`src/rtl/rx_desc_pkg.sv`:
```
package rx_desc_pkg;
	// descriptor word 0 fields
	localparam int ADDR_MSB = 31;
	localparam int ADDR_LSB = 2;
	localparam int WRAP_BIT = 1;
	localparam int OWN_BIT = 0;
	// descriptor word 1 (status) fields
	localparam int ST_BCAST = 31;
	localparam int ST_MHASH = 30;
	localparam int ST_UHASH = 29;
	localparam int ST_SA_HIT = 27;
	localparam int ST_SA_IDX_LSB = 25;
	localparam int ST_TYPE_BIT = 24;
	localparam int ST_TYPE_LSB = 22;
	localparam int ST_VLAN = 21;
	localparam int ST_PRIO_TAG = 20;
	localparam int ST_VPRI_LSB = 17;
	localparam int ST_CFI = 16;
	localparam int ST_EOF = 15;
	localparam int ST_SOF = 14;
	localparam int ST_LEN13 = 13;
	localparam int LEN_W = 13;
	// step between descriptors, bytes (two words)
	localparam logic [31:0] DESC_STEP = 32'h0000_0008;
	localparam logic [31:0] STATUS_OFS = 32'h0000_0004;
	localparam logic [31:0] BASE_RESET = 32'h0000_0000;
endpackage

```
`src/rtl/rx_descriptor_writeback.sv`:
```
`timescale 1ns/1ps
// Contract
// - buffer address from word0 bits 31:2
// - word0 bit1 wraps list to base
// - write only when own clear; set after
// - status 31/30/29 broadcast, multicast, unicast hash
// - bit27 set on specific address match
// - index 26:25, highest filter wins
// - offload off: bit24 type-ID match
// - offload off: 23:22 highest type-ID filter
// - offload on: bit24 SNAP and CFI-clear
// - offload on: 23:22 checksum result code
// - bit21 VLAN 0x8100 tag, second if stacked
// - bit20 priority tag, null VLAN id
// - 19:17 priority, bit16 CFI, if VLAN
// - bit15 marks buffer with frame end
// - bit14 marks buffer with frame start
// - bit13 zero unless jumbo/ignore-FCS; jumbo length
// - ignore-FCS without jumbo: bit13 is FCS bad
// - 12:0 length, FCS per discard mode; code copies frame_len as given, fcs_discard_en unused
// - pointer plus two words, wrap reloads base
// - owned descriptor: not used, flag unavailable
// - non-final buffers zero except start
module rx_descriptor_writeback
	import rx_desc_pkg::*;
(
	// clock and reset
	input wire logic ref_clk,
	input wire logic rst_n,
	// configuration
	input wire logic rx_enable,
	input wire logic [31:0] queue_base,
	input wire logic csum_offload_en,
	input wire logic jumbo_en,
	input wire logic ignore_fcs_en,
	input wire logic fcs_discard_en,
	// buffer request from receive data path
	input wire logic buf_req,
	input wire logic buf_last,
	input wire logic buf_first,
	output logic buf_grant,
	output logic [31:0] buf_addr,
	output logic buf_done,
	output logic buf_unavail,
	// frame result, sampled with buf_req on last buffer
	input wire logic bcast_hit,
	input wire logic mhash_hit,
	input wire logic uhash_hit,
	input wire logic [3:0] sa_match,
	input wire logic [3:0] type_match,
	input wire logic snap_ok,
	input wire logic [1:0] csum_code,
	input wire logic vlan_tag,
	input wire logic vlan_null_id,
	input wire logic [2:0] vlan_pri,
	input wire logic vlan_cfi,
	input wire logic fcs_bad,
	input wire logic [13:0] frame_len,
	// memory master port
	output logic mem_req,
	output logic mem_we,
	output logic [31:0] mem_addr,
	output logic [31:0] mem_wdata,
	input wire logic mem_ack,
	input wire logic [31:0] mem_rdata,
	// descriptor pointer for status
	output logic [31:0] desc_ptr
);

	// ========================================
	// state
	typedef enum logic [5:0] {
		S_IDLE = 6'b000001,
		S_FETCH = 6'b000010,
		S_WAIT = 6'b000100,
		S_STAT = 6'b001000,
		S_OWN = 6'b010000,
		S_NEXT = 6'b100000
	} phase_type;

	typedef struct packed {
		phase_type phase;
		logic [31:0] ptr;
		logic [31:0] word0;
		logic [31:0] status;
		logic last;
		logic grant;
		logic done;
		logic unavail;
		logic [31:0] addr;
	} state_type;

	state_type s_q, s_d;

	// ========================================
	// status word assembly
	function automatic logic [1:0] top_idx(input logic [3:0] m);
		top_idx = m[3] ? 2'h3 : m[2] ? 2'h2 : m[1] ? 2'h1 : 2'h0;
	endfunction

	logic [31:0] frame_status;
	logic [LEN_W-1:0] len_low;

	always_comb begin
		frame_status = 32'h0000_0000;
		len_low = frame_len[LEN_W-1:0];
		frame_status[ST_BCAST] = bcast_hit;
		frame_status[ST_MHASH] = mhash_hit;
		frame_status[ST_UHASH] = uhash_hit;
		frame_status[ST_SA_HIT] = |sa_match;
		frame_status[ST_SA_IDX_LSB +: 2] = top_idx(sa_match);
		if (csum_offload_en) begin
			frame_status[ST_TYPE_BIT] = snap_ok && (!vlan_tag || !vlan_cfi);
			frame_status[ST_TYPE_LSB +: 2] = csum_code;
		end else begin
			frame_status[ST_TYPE_BIT] = |type_match;
			frame_status[ST_TYPE_LSB +: 2] = top_idx(type_match);
		end
		frame_status[ST_VLAN] = vlan_tag;
		frame_status[ST_PRIO_TAG] = vlan_tag && vlan_null_id;
		if (vlan_tag) begin
			frame_status[ST_VPRI_LSB +: 3] = vlan_pri;
			frame_status[ST_CFI] = vlan_cfi;
		end
		frame_status[ST_EOF] = 1'b1;
		frame_status[ST_SOF] = buf_first;
		if (jumbo_en) begin
			frame_status[ST_LEN13] = frame_len[13];
		end else if (ignore_fcs_en) begin
			frame_status[ST_LEN13] = fcs_bad;
		end
		// length as reported by the receive path per fcs discard mode
		frame_status[LEN_W-1:0] = len_low;
	end

	// ========================================
	// next state
	always_comb begin
		s_d = s_q;
		s_d.grant = 1'b0;
		s_d.done = 1'b0;
		s_d.unavail = 1'b0;
		// while disabled and idle the pointer follows the list base
		if (!rx_enable && s_q.phase == S_IDLE) begin
			s_d.ptr = queue_base;
		end
		case (s_q.phase)
			S_IDLE: begin
				if (rx_enable && buf_req) begin
					s_d.phase = S_FETCH;
				end
			end
			S_FETCH: begin
				if (mem_ack) begin
					s_d.word0 = mem_rdata;
					if (mem_rdata[OWN_BIT]) begin
						s_d.unavail = 1'b1;
						s_d.phase = S_IDLE;
					end else begin
						s_d.addr = {mem_rdata[ADDR_MSB:ADDR_LSB], 2'h0};
						s_d.grant = 1'b1;
						s_d.phase = S_WAIT;
					end
				end
			end
			S_WAIT: begin
				// data path reports buffer filled by a second buf_req
				if (buf_req) begin
					s_d.last = buf_last;
					if (buf_last) begin
						s_d.status = frame_status;
					end else begin
						s_d.status = 32'h0000_0000;
						s_d.status[ST_SOF] = buf_first;
					end
					s_d.phase = S_STAT;
				end
			end
			S_STAT: begin
				if (mem_ack) begin
					s_d.phase = S_OWN;
				end
			end
			S_OWN: begin
				if (mem_ack) begin
					s_d.done = 1'b1;
					s_d.phase = S_NEXT;
				end
			end
			S_NEXT: begin
				if (s_q.word0[WRAP_BIT]) begin
					s_d.ptr = queue_base;
				end else begin
					s_d.ptr = s_q.ptr + DESC_STEP;
				end
				s_d.phase = S_IDLE;
			end
			default: begin
				s_d.phase = S_IDLE;
			end
		endcase
	end

	always_ff @(posedge ref_clk) begin
		if (!rst_n) begin
			s_q <= '{phase: S_IDLE, ptr: BASE_RESET, word0: 32'h0000_0000,
				status: 32'h0000_0000, last: 1'b0, grant: 1'b0, done: 1'b0,
				unavail: 1'b0, addr: 32'h0000_0000};
		end else begin
			s_q <= s_d;
		end
	end

	// ========================================
	// outputs
	always_comb begin
		mem_req = 1'b0;
		mem_we = 1'b0;
		mem_addr = s_q.ptr;
		mem_wdata = 32'h0000_0000;
		case (s_q.phase)
			S_FETCH: begin
				mem_req = 1'b1;
			end
			S_STAT: begin
				mem_req = 1'b1;
				mem_we = 1'b1;
				mem_addr = s_q.ptr + STATUS_OFS;
				mem_wdata = s_q.status;
			end
			S_OWN: begin
				mem_req = 1'b1;
				mem_we = 1'b1;
				mem_wdata = s_q.word0 | 32'h0000_0001;
			end
			default: begin
				mem_req = 1'b0;
			end
		endcase
	end

	assign buf_grant = s_q.grant;
	assign buf_addr = s_q.addr;
	assign buf_done = s_q.done;
	assign buf_unavail = s_q.unavail;
	assign desc_ptr = s_q.ptr;

	// ========================================
	// checks
	AST_OWN_AFTER_STATUS: assert property (@(posedge ref_clk) disable iff (!rst_n)
		(s_q.phase == S_OWN) |-> $past(s_q.phase == S_STAT || s_q.phase == S_OWN))
		else $error("ownership write not preceded by status write");
	AST_OWN_SET: assert property (@(posedge ref_clk) disable iff (!rst_n)
		(mem_req && mem_we && mem_addr == s_q.ptr) |-> mem_wdata[OWN_BIT])
		else $error("ownership write lacks own bit");
	AST_UNAVAIL: assert property (@(posedge ref_clk) disable iff (!rst_n)
		(s_q.phase == S_FETCH && mem_ack && mem_rdata[OWN_BIT]) |=> buf_unavail && !buf_grant)
		else $error("owned descriptor used");
	AST_ADVANCE: assert property (@(posedge ref_clk) disable iff (!rst_n)
		(s_q.phase == S_NEXT && !s_q.word0[WRAP_BIT] && rx_enable)
		|=> desc_ptr == $past(desc_ptr) + DESC_STEP)
		else $error("pointer did not advance two words");
	AST_WRAP: assert property (@(posedge ref_clk) disable iff (!rst_n)
		(s_q.phase == S_NEXT && s_q.word0[WRAP_BIT]) |=> desc_ptr == $past(queue_base))
		else $error("wrap did not reload base");
	AST_MID_ZERO: assert property (@(posedge ref_clk) disable iff (!rst_n)
		(s_q.phase == S_STAT && !s_q.last) |-> (mem_wdata & ~(32'h1 << ST_SOF)) == 32'h0)
		else $error("non-final status not zero");
	AST_EOF: assert property (@(posedge ref_clk) disable iff (!rst_n)
		(s_q.phase == S_STAT) |-> mem_wdata[ST_EOF] == s_q.last)
		else $error("end of frame bit wrong");
	AST_BIT13: assert property (@(posedge ref_clk) disable iff (!rst_n)
		(!jumbo_en && !ignore_fcs_en) |-> !frame_status[ST_LEN13])
		else $error("bit 13 set with neither mode");
	AST_GRANT_ADDR: assert property (@(posedge ref_clk) disable iff (!rst_n)
		(s_q.phase == S_FETCH && mem_ack && !mem_rdata[OWN_BIT])
		|=> buf_grant && buf_addr[ADDR_MSB:ADDR_LSB] == $past(mem_rdata[ADDR_MSB:ADDR_LSB]))
		else $error("buffer address not taken from descriptor");
	AST_PTR_HOLD: assert property (@(posedge ref_clk) disable iff (!rst_n)
		(s_q.phase == S_FETCH && mem_ack && mem_rdata[OWN_BIT]) |=> desc_ptr == $past(desc_ptr))
		else $error("pointer moved on owned descriptor");
	AST_SOF_KEPT: assert property (@(posedge ref_clk) disable iff (!rst_n)
		(s_q.phase == S_WAIT && buf_req) |=> s_q.status[ST_SOF] == $past(buf_first))
		else $error("start of frame bit lost");
	AST_LEN_KEPT: assert property (@(posedge ref_clk) disable iff (!rst_n)
		(s_q.phase == S_WAIT && buf_req && buf_last)
		|=> s_q.status[LEN_W-1:0] == $past(frame_len[LEN_W-1:0]))
		else $error("frame length not stored");

	// frame status field checks
	AST_JUMBO_MSB: assert property (@(posedge ref_clk) disable iff (!rst_n)
		jumbo_en |-> frame_status[ST_LEN13] == frame_len[LEN_W])
		else $error("jumbo length bit wrong");
	AST_FCS_FLAG: assert property (@(posedge ref_clk) disable iff (!rst_n)
		(!jumbo_en && ignore_fcs_en) |-> frame_status[ST_LEN13] == fcs_bad)
		else $error("fcs status bit wrong");
	AST_SA_TOP: assert property (@(posedge ref_clk) disable iff (!rst_n)
		(|sa_match) |-> frame_status[ST_SA_IDX_LSB + 1] == (sa_match[3] || sa_match[2]))
		else $error("specific address index not highest");
	AST_SNAP_CFI: assert property (@(posedge ref_clk) disable iff (!rst_n)
		(csum_offload_en && vlan_tag && vlan_cfi) |-> !frame_status[ST_TYPE_BIT])
		else $error("snap bit set with cfi tag");

endmodule

```
`config.mk`:
```
export PLATFORM = sky130hd
export DESIGN_NAME = rx_descriptor_writeback
export DESIGN_NICKNAME = d
export VERILOG_FILES = /design/src/rtl/rx_desc_pkg.sv /design/src/rtl/rx_descriptor_writeback.sv
export SDC_FILE = /design/constraint.sdc
export NUM_CORES = 1
export LEC_CHECK = 0
export CAP_MARGIN = 20
export CORE_ASPECT_RATIO = 1.4
export CORE_MARGIN = 2
export CORE_UTILIZATION = 40
export DETAILED_ROUTE_END_ITERATION = 8
export DONT_BUFFER_PORTS = 1
export GPL_TIMING_DRIVEN = 0
export SLEW_MARGIN = 20
export SYNTH_ARGS = -nofsm -noshare
export SYNTH_HDL_FRONTEND = slang
export SYNTH_SLANG_ARGS = --single-unit
```
`constraint.sdc`:
```
create_clock -name ref_clk -period 1.84 [get_ports ref_clk]
set_input_delay 0.368 -clock ref_clk [delete_from_list [all_inputs] [get_ports ref_clk]]
set_output_delay 0.368 -clock ref_clk [all_outputs]
set_load 0.005 [all_outputs]
```
==> flow_summary.ini <==
[cells_and_area]
nets = 1131
fin_util = 0.620
antennaDiodeCount = 0
layout-drive-gt1-share = 0.489
syn2layout_area_growth_pct = 52.6

[worst_setup_path]
r2r-start = s_q[132]
crit_required_ns = 1.47
path_class = register to primary output
worstRegToRegCells = 12
crit_path_start_kind = register
worst-path-max-fanout = 5
worst_setup_path_end_kind = primary output
reg2reg_to = desc_ptr[17]
arrival_ns = 2.09
r2r_slack_ns = -0.42

[place]
globalplace.congestion = 0.891
dpl.hpwl_um = 17800
io_buffers = 0
pre_cts_ws_ns = -0.673

[global_routing]
met3_usage = 0.0857
grt_usage = 0.281
grtUsageMet2 = 0.504
busiest_layer = met2
antenna_found_initial = 0
gr-usage-met1 = 0.293
first_global_vias = 7042
grt_max_degree = 17
grt.overflow.total = 0
grt_pass1_wl_um = 39700

[clock_network]
clock_sinks = 133
cts_buffers = 17
clk_pin_slew_ns = 0.06
cts_tree = done
clockBufferDepth = 2
root_buffer = clkbuf_16
hold_buffers = 0
htree_levels = 4
clk_latency_ns = 0.43

[die]
core_um2 = 17300
rows = 57
pin_count = 243
die_y_um = 161
die_w_um = 116
start_util = 0.407
die_area_um2 = 18600

[synthesis]
syn-cell-area_um2 = 7020
synth_seq_cells = 133
synth_edf_count = 0
synth_area_per_cell_um2 = 7.81
ys.flop_type = dfxtp_1
yosysTopAreaCell = dfxtp_1
synth_top_area_share = 0.379
ys_types = 67
synth_warnings = 0
ys_async_sr_fraction = 0
synth_area_leaders = dfxtp_1, nand2_1, a21oi_1, buf_4, a22o_1
postSynthCellCount = 898
seq_area_frac_synth = 0.379

[sta]
slew_headroom = 0.314
fin_setup_tns_ns = -58.11
clock.fmax_ghz = 0.407
period_share = 1.34
postLayoutSetupSlackWorst_ns = -0.618
worst_pin_slew_ns = 1.03
hold_viol = 0
clock_skew_ns = 0.0137
final_max_slew_viol_count = 0
period_minus_slack_ns = 2.46
holdWs_ns = 0.0174
rsz0062_at_grt = true
setup_viol = 191

[route]
routed_via_density = 5.75
detail-route-antenna-nets = 0
route.vias.total = 7287
wirelength_um = 28500
post_drt_wl_per_cell_um = 22.5
drtIter0Drc = 576
drtPass1Iterations = 5
drc = 0

[power_and_ir_drop]
leakage_uw = 0.00431
ir_drop_mv = 0.662
p_per_area_nw_per_um2 = 919

[min_path]
whs_endpoint = buf_grant
worst_hold_path_type = primary input to register
hold_depth = 1
hp-start = mem_rdata[0]

[run]
maxCapViolCount = 0

[status]
violations = setup timing
status = finished with violations
[cell usage after synthesis (all sizes together), types with 3 or more instances]
master / instances
a21o: 3
or3: 4
or2: 3
and3: 6
nand2: 202
o311ai: 3
xnor2: 20
buf: 98
nor2: 35
nand4b: 4
nor3: 14
nor4: 10
nand4: 13
a22oi: 7
a31oi: 6
a222oi: 5
a22o: 30
o21ai: 21
nand2b: 3
and2: 7
a21oi: 118
nand3: 46
nor3b: 4
or4: 3
and4: 5
o211ai: 4
inv: 3
o22ai: 3
dfxtp: 133
clkbuf: 36
xor2: 17
[placed cells by master, fill, tap and decap left out, types with 12 or more instances in the layout]
master	count
a21oi_1	65
nor2_1	20
nand2_4	29
a21oi_2	51
dfxtp_2	15
nand2_1	154
xor2_1	12
a22o_1	24
nand3_1	22
buf_6	41
clkbuf_1	17
dfxtp_4	13
buf_8	16
xnor2_2	17
nand2_2	18
buf_4	128
dfxtp_1	105
clkbuf_16	25
nand3_2	17
[power by group]
part	leakage, µW	switching (µW)	internal, µW
logic	0.00293	1400	1470
clock network	0.000287	1470	2030
registers	0.00109	344	3120
total	0.00431	3210	6620
[layer usage]
layer | vias to the layer above | routed length (µm)
li1 | 3321 | -
met1 | 3496 | 9800
met2 | 394 | 15100
met3 | 76 | 2290
met4 | 0 | 1300
met5 | - | 0
[critical path: stages (launching register included)]
cell     delay (ns)
dfxtp_2        0.31
buf_6          0.12
nor4_4         0.37
nand4_1        0.13
buf_4          0.18
nor4_4         0.28
nand2_2        0.12
xnor2_2        0.17
[kinds of logic after synthesis]
group / count (synthesis) / synth area share
AOI/OAI and AO/OA: 219 / 0.194
and+or+nand+nor: 367 / 0.257
adders and majority gates: 2 / 0.00357
DFF: 133 / 0.379
xor gates and xnor gates: 37 / 0.0462
muxes: 1 / 0.00143
other: 1 / 0.000534
buffers and inverters: 138 / 0.117
[metrics by stage]
step / instances / power, µW / instance area [µm²]
finish: 1268 / 9840 / 10700
global route: 1268 / 10200 / 10700
floorplan: 899 / 4620 / 7110
detailed placement: 1135 / 5030 / 7410
global placement: 1135 / 5020 / 7410
CTS: 1234 / 9210 / 9390
[area by class of cell]
class,instances,area (µm²)
fillers,1476,6550
multi-input cells,628,4820
flip-flops and latches,133,2730
plain buffers,129,1130
repair buffers,106,1120
clock buffers,17,425
well taps,236,295
clock inverters,15,166
inverters,4,15.0
[worst max path at each step]
| stage | startpoint | to | slack, ns | cells after the start |
|---|---|---|---|---|
| after floorplan | desc_ptr[4] | mem_addr[21] | -0.16 | 6 |
| after global placement | desc_ptr[7] | mem_addr[31] | -0.66 | 6 |
| after detailed placement | desc_ptr[20] | mem_addr[31] | -0.67 | 5 |
| after CTS | s_q[133] | mem_addr[28] | -0.60 | 7 |
| after global routing | s_q[132] | mem_addr[28] | -0.69 | 7 |
| final | s_q[132] | mem_addr[28] | -0.62 | 7 |
[timing repair]
item | in CTS | in global routing
gates cloned | 11 | 7
buffers inserted | 60 | 34
endpoints found under the setup margin | 190 | 194
pin swaps | 75 | 121
resized for setup | 205 | 264
[registers in the layout, indices dropped and copies added, names as in the netlist]
| name | flops |
|---|---|
| buf_grant | 1 |
| buf_addr | 30 |
| s_q | 68 |
| buf_done | 1 |
| buf_unavail | 1 |
| desc_ptr | 32 |
Power figures use the tool's default switching activity.
